--- src/inc/slx_defs.svh ---
// Register offsets, field positions, reset values and error counter width and limit
// for the lane crossbar and bit-error test block.
// Assumes a 32-bit Avalon-MM bus with byte addresses; byte address = 4 * index.
`ifndef SLX_DEFS_SVH
`define SLX_DEFS_SVH

// Register indices
`define SLX_IDX_ROUTE_0_1 10'h308
`define SLX_IDX_ROUTE_2_3 10'h309
`define SLX_IDX_ROUTE_4_5 10'h30A
`define SLX_IDX_ROUTE_6_7 10'h30B
`define SLX_IDX_BUF_FULL 10'h30C
`define SLX_IDX_BUF_EMPTY 10'h30D
`define SLX_IDX_SYNC_CFG 10'h312
`define SLX_IDX_PHY_SETUP 10'h314
`define SLX_IDX_TEST_EN 10'h315
`define SLX_IDX_TEST_CTRL 10'h316
`define SLX_IDX_THR_LO 10'h317
`define SLX_IDX_THR_MID 10'h318
`define SLX_IDX_THR_HI 10'h319
`define SLX_IDX_CNT_LO 10'h31A
`define SLX_IDX_CNT_MID 10'h31B
`define SLX_IDX_CNT_HI 10'h31C
`define SLX_IDX_PASS 10'h31D

// Field positions
`define SLX_ROUTE_LO 2:0
`define SLX_ROUTE_HI 5:3
`define SLX_SYNC_DUR 5:4
`define SLX_CTRL_SRC 6:4
`define SLX_CTRL_PAT 3:2
`define SLX_CTRL_RUN 1
`define SLX_CTRL_CLR 0

// Reset values
`define SLX_RST_SYNC_DUR 2'h1
`define SLX_RST_PHY_SETUP 8'h00
`define SLX_RST_TEST_EN 8'h00
`define SLX_RST_PASS 8'hFF

// Error counter
`define SLX_CNT_W 24
`define SLX_CNT_MAX 24'hFFFFFF

`endif

--- src/inc/slx_pkg.sv ---
// Types shared by the lane crossbar and bit-error test block.
// Assumes nothing of its surroundings.
package slx_pkg;

	typedef enum logic [1:0] {
		SLX_PAT_PRBS7 = 2'h0,
		SLX_PAT_PRBS15 = 2'h1,
		SLX_PAT_PRBS31 = 2'h2
	} slx_pattern_t;

	typedef enum logic {
		SLX_SYNC_IDLE,
		SLX_SYNC_LOW
	} slx_sync_state_t;

endpackage : slx_pkg

--- src/slx_lane_xbar.sv ---
// Lane crossbar, buffer status, sync error pulse and per-lane bit-error test.
// Assumes an Avalon-MM master on clk_sys, one serial bit per lane per clock,
// and error, buffer and multiframe signals produced on clk_sys.
//
// The Avalon-MM register port was left to the implementer.
`timescale 1ns/100ps
`default_nettype none
`include "slx_defs.svh"

module slx_lane_xbar
	import slx_pkg::*;
(
	input wire logic clk_sys,
	input wire logic rst,
	input wire logic [11:0] avs_address,
	input wire logic avs_read,
	input wire logic avs_write,
	input wire logic [31:0] avs_writedata,
	input wire logic [3:0] avs_byteenable,
	output logic [31:0] avs_readdata,
	output logic avs_waitrequest,
	input wire logic [7:0] physical_serial_input,
	output logic [7:0] logical_lane_data,
	input wire logic [7:0] lane_buffer_full,
	input wire logic [7:0] lane_buffer_empty,
	input wire logic multiframe_end,
	input wire logic [7:0] disparity_error,
	input wire logic [7:0] not_in_table_error,
	input wire logic [7:0] unexpected_control_error,
	output logic [1:0] sync_request_output_n,
	output logic [7:0] serial_phy_setup_value
);

	// ****************************************
	// Functions
	// ****************************************

	// Expected next bit from the last received bits, for a self-seeding checker
	function automatic logic prbs_predict(input logic [30:0] hist, input logic [1:0] pat);
		logic bit_out;
		bit_out = 1'b0;
		case (pat)
			SLX_PAT_PRBS7: bit_out = hist[6] ^ hist[5];
			SLX_PAT_PRBS15: bit_out = hist[14] ^ hist[13];
			SLX_PAT_PRBS31: bit_out = hist[30] ^ hist[27];
			default: bit_out = hist[6] ^ hist[5];
		endcase
		return bit_out;
	endfunction : prbs_predict

	// Two 3-bit source fields share one byte; the upper two bits read zero
	function automatic logic [7:0] pack_route(input logic [2:0] hi, input logic [2:0] lo);
		return {2'h0, hi, lo};
	endfunction : pack_route

	// ****************************************
	// Input synchronisers
	// ****************************************

	// Only the second stage feeds logic; the first may still be settling
	logic [7:0] serial_meta_q;
	logic [7:0] serial_sync_q;

	always_ff @(posedge clk_sys or posedge rst) begin
		if (rst) begin
			serial_meta_q <= 8'h00;
			serial_sync_q <= 8'h00;
		end else begin
			serial_meta_q <= physical_serial_input;
			serial_sync_q <= serial_meta_q;
		end
	end

	// ****************************************
	// Register bus
	// ****************************************

	logic ack_q;
	logic [31:0] readdata_q;
	logic [2:0] route_q [8];
	logic [1:0] sync_dur_q;
	logic [7:0] phy_setup_q;
	logic [7:0] test_en_q;
	logic [2:0] cnt_src_q;
	logic [1:0] pattern_q;
	logic run_q;
	logic clear_q;
	logic [23:0] threshold_q;
	logic [23:0] err_cnt_q [8];
	logic [7:0] pass_q;

	wire [9:0] reg_idx = avs_address[11:2];
	wire bus_req = avs_read | avs_write;
	// Read data is captured at the decode edge and held for the answer cycle
	wire rd_capture = avs_read & ~ack_q;
	// Write commits only at the edge where waitrequest is low
	wire wr_commit = avs_write & ack_q & avs_byteenable[0];
	wire [7:0] wr_byte = avs_writedata[7:0];
	wire [23:0] sel_cnt = err_cnt_q[cnt_src_q];
	wire wr_route01 = wr_commit & (reg_idx == `SLX_IDX_ROUTE_0_1);
	wire wr_route23 = wr_commit & (reg_idx == `SLX_IDX_ROUTE_2_3);
	wire wr_route45 = wr_commit & (reg_idx == `SLX_IDX_ROUTE_4_5);
	wire wr_route67 = wr_commit & (reg_idx == `SLX_IDX_ROUTE_6_7);
	wire [3:0] wr_route = {wr_route67, wr_route45, wr_route23, wr_route01};

	logic [7:0] rd_byte;

	always_comb begin
		rd_byte = 8'h00;
		case (reg_idx)
			`SLX_IDX_ROUTE_0_1: rd_byte = pack_route(route_q[1], route_q[0]);
			`SLX_IDX_ROUTE_2_3: rd_byte = pack_route(route_q[3], route_q[2]);
			`SLX_IDX_ROUTE_4_5: rd_byte = pack_route(route_q[5], route_q[4]);
			`SLX_IDX_ROUTE_6_7: rd_byte = pack_route(route_q[7], route_q[6]);
			`SLX_IDX_BUF_FULL: rd_byte = lane_buffer_full;
			`SLX_IDX_BUF_EMPTY: rd_byte = lane_buffer_empty;
			`SLX_IDX_SYNC_CFG: rd_byte = {2'h0, sync_dur_q, 4'h0};
			`SLX_IDX_PHY_SETUP: rd_byte = phy_setup_q;
			`SLX_IDX_TEST_EN: rd_byte = test_en_q;
			`SLX_IDX_TEST_CTRL: rd_byte = {1'b0, cnt_src_q, pattern_q, run_q, clear_q};
			`SLX_IDX_THR_LO: rd_byte = threshold_q[7:0];
			`SLX_IDX_THR_MID: rd_byte = threshold_q[15:8];
			`SLX_IDX_THR_HI: rd_byte = threshold_q[23:16];
			`SLX_IDX_CNT_LO: rd_byte = sel_cnt[7:0];
			`SLX_IDX_CNT_MID: rd_byte = sel_cnt[15:8];
			`SLX_IDX_CNT_HI: rd_byte = sel_cnt[23:16];
			`SLX_IDX_PASS: rd_byte = pass_q;
			default: rd_byte = 8'h00;
		endcase
	end

	// One wait cycle per access, so read data is sampled a full cycle after decode
	assign avs_waitrequest = bus_req & ~ack_q;
	assign avs_readdata = readdata_q;

	always_ff @(posedge clk_sys or posedge rst) begin
		if (rst) begin
			ack_q <= 1'b0;
			readdata_q <= 32'h0000_0000;
		end else begin
			ack_q <= bus_req & ~ack_q;
			if (rd_capture) begin
				readdata_q <= {24'h00_0000, rd_byte};
			end
		end
	end

	// Routing fields come up as the identity map
	always_ff @(posedge clk_sys or posedge rst) begin
		if (rst) begin
			for (int i = 0; i < 8; i++) begin
				route_q[i] <= 3'(i);
			end
		end else begin
			for (int p = 0; p < 4; p++) begin
				if (wr_route[p]) begin
					route_q[2 * p] <= wr_byte[`SLX_ROUTE_LO];
					route_q[2 * p + 1] <= wr_byte[`SLX_ROUTE_HI];
				end
			end
		end
	end

	always_ff @(posedge clk_sys or posedge rst) begin
		if (rst) begin
			sync_dur_q <= `SLX_RST_SYNC_DUR;
			phy_setup_q <= `SLX_RST_PHY_SETUP;
			test_en_q <= `SLX_RST_TEST_EN;
			cnt_src_q <= 3'h0;
			pattern_q <= 2'h0;
			run_q <= 1'b0;
			clear_q <= 1'b0;
			threshold_q <= 24'h00_0000;
		end else if (wr_commit) begin
			case (reg_idx)
				`SLX_IDX_SYNC_CFG: sync_dur_q <= wr_byte[`SLX_SYNC_DUR];
				`SLX_IDX_PHY_SETUP: phy_setup_q <= wr_byte;
				`SLX_IDX_TEST_EN: test_en_q <= wr_byte;
				`SLX_IDX_TEST_CTRL: begin
					cnt_src_q <= wr_byte[`SLX_CTRL_SRC];
					pattern_q <= wr_byte[`SLX_CTRL_PAT];
					run_q <= wr_byte[`SLX_CTRL_RUN];
					clear_q <= wr_byte[`SLX_CTRL_CLR];
				end
				`SLX_IDX_THR_LO: threshold_q[7:0] <= wr_byte;
				`SLX_IDX_THR_MID: threshold_q[15:8] <= wr_byte;
				`SLX_IDX_THR_HI: threshold_q[23:16] <= wr_byte;
				default: threshold_q <= threshold_q;
			endcase
		end
	end

	// The copy drives the lane receivers directly; software owns its value
	assign serial_phy_setup_value = phy_setup_q;

	// ****************************************
	// Lane crossbar
	// ****************************************

	// Two sync stages plus this register: three clocks from pin to lane
	logic [7:0] lane_data_q;

	always_ff @(posedge clk_sys or posedge rst) begin
		if (rst) begin
			lane_data_q <= 8'h00;
		end else begin
			for (int l = 0; l < 8; l++) begin
				lane_data_q[l] <= serial_sync_q[route_q[l]];
			end
		end
	end

	assign logical_lane_data = lane_data_q;

	// ****************************************
	// Sync error pulse
	// ****************************************

	slx_sync_state_t sync_state_q;
	logic err_seen_q;
	logic [1:0] low_cnt_q;

	wire [7:0] any_lane_err = disparity_error | not_in_table_error | unexpected_control_error;
	wire any_coding_err = |any_lane_err;
	// An error in the closing cycle still counts for this multiframe
	wire fire_sync = multiframe_end & (err_seen_q | any_coding_err);
	// Half a cycle cannot be made on one edge; values 0 and 1 both give one cycle
	wire [1:0] low_len = (sync_dur_q >= 2'h2) ? 2'h2 : 2'h1;

	always_ff @(posedge clk_sys or posedge rst) begin
		if (rst) begin
			sync_state_q <= SLX_SYNC_IDLE;
			err_seen_q <= 1'b0;
			low_cnt_q <= 2'h0;
		end else begin
			err_seen_q <= multiframe_end ? 1'b0 : (err_seen_q | any_coding_err);
			// A multiframe end that arrives while the outputs are low is not queued
			case (sync_state_q)
				SLX_SYNC_IDLE: begin
					if (fire_sync) begin
						sync_state_q <= SLX_SYNC_LOW;
						low_cnt_q <= low_len - 2'h1;
					end
				end
				SLX_SYNC_LOW: begin
					if (low_cnt_q == 2'h0) begin
						sync_state_q <= SLX_SYNC_IDLE;
					end else begin
						low_cnt_q <= low_cnt_q - 2'h1;
					end
				end
				default: sync_state_q <= SLX_SYNC_IDLE;
			endcase
		end
	end

	// Both sync outputs pulse together
	assign sync_request_output_n = (sync_state_q == SLX_SYNC_LOW) ? 2'b00 : 2'b11;

	// ****************************************
	// Bit-error test
	// ****************************************

	logic [30:0] hist_q [8];
	logic [7:0] mismatch;
	logic [7:0] lane_active;

	always_comb begin
		for (int k = 0; k < 8; k++) begin
			lane_active[k] = run_q & ~clear_q & test_en_q[k];
			mismatch[k] = serial_sync_q[k] ^ prbs_predict(hist_q[k], pattern_q);
		end
	end

	// The checker seeds itself from received bits, so early errors may appear
	// until the history fills; clear the counters after the link settles.
	always_ff @(posedge clk_sys or posedge rst) begin
		if (rst) begin
			for (int i = 0; i < 8; i++) begin
				hist_q[i] <= 31'h0000_0000;
				err_cnt_q[i] <= 24'h00_0000;
			end
			pass_q <= `SLX_RST_PASS;
		end else if (clear_q) begin
			for (int i = 0; i < 8; i++) begin
				hist_q[i] <= 31'h0000_0000;
				err_cnt_q[i] <= 24'h00_0000;
			end
			pass_q <= `SLX_RST_PASS;
		end else begin
			for (int i = 0; i < 8; i++) begin
				if (lane_active[i]) begin
					hist_q[i] <= {hist_q[i][29:0], serial_sync_q[i]};
					if (mismatch[i] && err_cnt_q[i] != `SLX_CNT_MAX) begin
						err_cnt_q[i] <= err_cnt_q[i] + 24'h00_0001;
					end
					// Pass flags keep their last value once run or the lane enable drops; clear sets them all to one
					pass_q[i] <= (err_cnt_q[i] < threshold_q);
				end
			end
		end
	end

endmodule : slx_lane_xbar
`default_nettype wire

--- config.mk ---
export PLATFORM = sky130hd
export DESIGN_NAME = slx_lane_xbar
export DESIGN_NICKNAME = d
export VERILOG_FILES = /design/src/inc/slx_pkg.sv /design/src/slx_lane_xbar.sv
export VERILOG_INCLUDE_DIRS = /design/src /design/src/inc
export SDC_FILE = /design/constraint.sdc
export NUM_CORES = 2
export LEC_CHECK = 0
export BUFFER_PORTS_ARGS = -buffer_cell sky130_fd_sc_hd__buf_2
export CAP_MARGIN = 20
export CORE_MARGIN = 4
export CORE_UTILIZATION = 37
export DETAILED_ROUTE_END_ITERATION = 6
export GPL_TIMING_DRIVEN = 1
export MAX_ROUTING_LAYER = met4
export PLACE_DENSITY_LB_ADDON = 0.3
export SYNTH_ARGS = -nofsm -noshare
export SYNTH_HDL_FRONTEND = slang
export SYNTH_SLANG_ARGS = --single-unit
--- constraint.sdc ---
create_clock -name clk_sys -period 23.7 [get_ports clk_sys]
set_input_delay 2.37 -clock clk_sys [delete_from_list [all_inputs] [get_ports clk_sys]]
set_output_delay 2.37 -clock clk_sys [all_outputs]
set_load 0.01 [all_outputs]
==> flow_summary.ini <==
[timing]
fin_tns_setup_ns = 0
fmax_ghz = 0.1950
finalSetupViolations = 0
rsz0062_at_grt = false
fin_crit_sh_pct = 21.63
hold_viol_final = 0
max_slew.worst_pin.slew_ns = 1.050
slew_violations = 0
slew_headroom_pct = 28.00
fin_skew_ns = 0.04039
layout_min_cycle_time_ns = 5.127

[pwr]
ir_worst_vdd_mv = 0.06076
total_power_mw = 2.034
leakagePower_nw = 16.68
power_density_nw_per_um2 = 57.10

[placed_design]
place.gp.congestion = 0.9806
dp_cells = 4433
portBuffers = 98
place_hpwl_um = 63310
placed_area_um2 = 33320

[final_layout]
final_core_util_pct = 41.78
area_growth_pct = 11.72
finalInstanceArea_um2 = 35630
diodes = 0
area.sequential_um2 = 14000
final_layout_size_suffix_gt1_share_pct = 13.09
final_cells = 4551
fin_nets = 3651
multi_input_area_um2 = 16910
fill_cells = 8350

[synthesis]
synth_area_leader_cell = dfrtp_1
async_flop_share_pct = 100.0
synth_edf_count = 0
synth_cell_types = 85
ys_warn_count = 0
synth_top_area_share_pct = 42.14
avgSynthCellArea_um2 = 9.568
ys_ff_latch = 558
synth_area_leaders = dfrtp_1, ha_1, nand2_1
syn_inst = 3333
synth_ff_type = dfrtp_1
synth-seq-area-share_pct = 43.87
syn_area_um2 = 31890

[clocking]
clkTransAtPathRegs_ns = 0.06
clock-sinks = 558
cts_resized = 0
cts_max_path_buffers = 3
clock_latency_ns = 0.67
cts_tree = done
post-cts-setup-buffers = 0
htree_levels = 2
hold_buffers = 0
cts_buffers = 59
root_buffer = clkbuf_16

[global_routing]
grt_pass1_vias = 24220
grt_pass1_wl_um = 143400
grtUsageTotal_pct = 20.44
use_met2_pct = 29.97
overflow = 0
top_usage_layer = met2
use_met1_pct = 29.22
grt_max_degree = 152
grt_antenna_before_repair = 0
met3_usage_pct = 2.678

[detailed_routing]
vias = 25770
finalWirelength_um = 91970
drc = 0
first_pass_iters = 5
avgViaCountPerCell = 5.662
dr.first_iter.drc_count = 2470
wl_per_cell_um = 20.21
drtAntennaViolNets = 0

[setup_path]
required_ns = 21.33
endpoint_kind = output port
cp-start-kind = primary input
critPathKind = in2out
arrival_ns = 2.76
r2r_cells = 6
critPathMaxFanout = 2

[die]
fp-row-count = 107
dieArea_um2 = 90950
fp.dieH_um = 301.6
core_um2 = 85280
die_x_um = 301.6
io-pin-count = 152
start_util_pct = 37.39

[job]
drv_cap = 0

[outcome]
status = finished clean

[worst_hold_path]
min_path_cells = 0
hold_class = reg2reg
==> layout by cell type, fill, tap and decap left out, types with 25 or more instances in the layout <==
cell type	count
a21o_1	29
a21oi_1	92
and3_1	42
buf_2	98
buf_4	30
clkbuf_16	61
dfrtp_1	534
ha_1	194
inv_1	55
mux2_2	93
mux2i_1	53
mux4_2	64
nand2_1	645
nand3_1	348
nand4_1	102
nor2_1	187
nor3_1	25
nor4_1	37
o21ai_0	114
or3_1	30
xor2_1	112
==> final cells by class <==
cell class                 count  share of cell area, %
timing repair buffer         137                  2.532
multi-input combinational   2543                  47.47
sequential                   558                  39.28
tap                         1144                  4.018
inverter                      57                 0.6427
clock buffer                  86                  4.906
clock inverter                26                  1.141
==> cells by family after synthesis <==
group	count (synthesis)	synth area share, %
other	1	0.01176
AO/OA/AOI/OAI	422	8.699
multiplexers	216	9.781
AND/OR/NAND/NOR	1554	22.98
adder cells (fa/ha/maj)	194	7.612
flip-flops	558	43.87
XOR/XNOR	133	3.653
buffers and inverters	255	3.390
==> cells in the mapped netlist, types with 11 or more instances <==
master / instances
and2_1: 23
xor2_1: 112
nand2_1: 645
or3_1: 30
a2111oi_0: 19
mux4_2: 64
xnor2_1: 21
o211ai_1: 14
mux2_2: 93
a22oi_1: 11
o21ai_0: 114
a21o_1: 29
or4_1: 14
inv_1: 56
nand3_1: 348
a21oi_1: 92
a211oi_1: 14
buf_2: 14
mux2i_1: 55
nor3_1: 25
o41ai_1: 18
nand4_1: 102
nand2b_1: 22
o311ai_0: 16
o22ai_1: 12
nor2b_1: 16
and4_1: 17
dfstp_2: 21
ha_1: 194
clkbuf_1: 127
o21a_1: 16
o31ai_1: 16
dfrtp_1: 537
nor2_1: 187
nor4_1: 37
buf_1: 29
buf_4: 26
and3_1: 42
and3b_1: 11
==> worst max-delay path, stage by stage <==
cell and delay [ns]:
buf_2 0.10, nor2_1 0.10, nor2_1 0.05, buf_2 0.13
==> where the power goes <==
part           total [mW]  internal [mW]  switching (mW)
Combinational      0.0567         0.0154          0.0414
Clock                1.01          0.602           0.411
Sequential          0.965          0.958         0.00672
==> routing by layer <==
metal / vias up / part of all wire (%)
li1: 11990 / -
met1: 12780 / 46
met2: 842 / 43
met3: 160 / 7.5
met4: 0 / 3.6
met5: - / 0
==> sequential cells by signal (all words and copies together), names as in the netlist <==
name / flops
hist_q: 248
err_cnt_q: 192
route_q: 24
threshold_q: 24
avs_readdata: 8
logical_lane_data: 8
pass_q: 8
serial_meta_q: 8
serial_phy_setup_value: 8
serial_sync_q: 8
test_en_q: 8
cnt_src_q: 3
low_cnt_q: 2
pattern_q: 2
sync_dur_q: 2
ack_q: 1
clear_q: 1
err_seen_q: 1
run_q: 1
sync_state_q: 1
==> per-stage QoR <==
stage                     hold WS [ns]  setup slack [ns]
final                           0.3496             18.57
after global routing            0.3591             18.08
after CTS                       0.3507             18.46
after detailed placement        0.3358             17.73
after global placement          0.3323             17.71
after floorplan                 0.3312             5.761
==> path summary, 6_finish.rpt <==
| kind | from | endpoint | slack [ns] |
|---|---|---|---|
| min | serial_meta_q[6] | serial_sync_q[6] | 0.35 |
| min in group asynchronous | rst | err_cnt_q[127] | 1.89 |
| max reg2reg | clear_q | pass_q[2] | 20.00 |
| min reg2reg | serial_meta_q[6] | serial_sync_q[6] | 0.35 |
| max in group asynchronous | rst | hist_q[158] | 18.63 |
| max | avs_write | avs_waitrequest | 18.57 |
(Power assumes the default switching activity.)
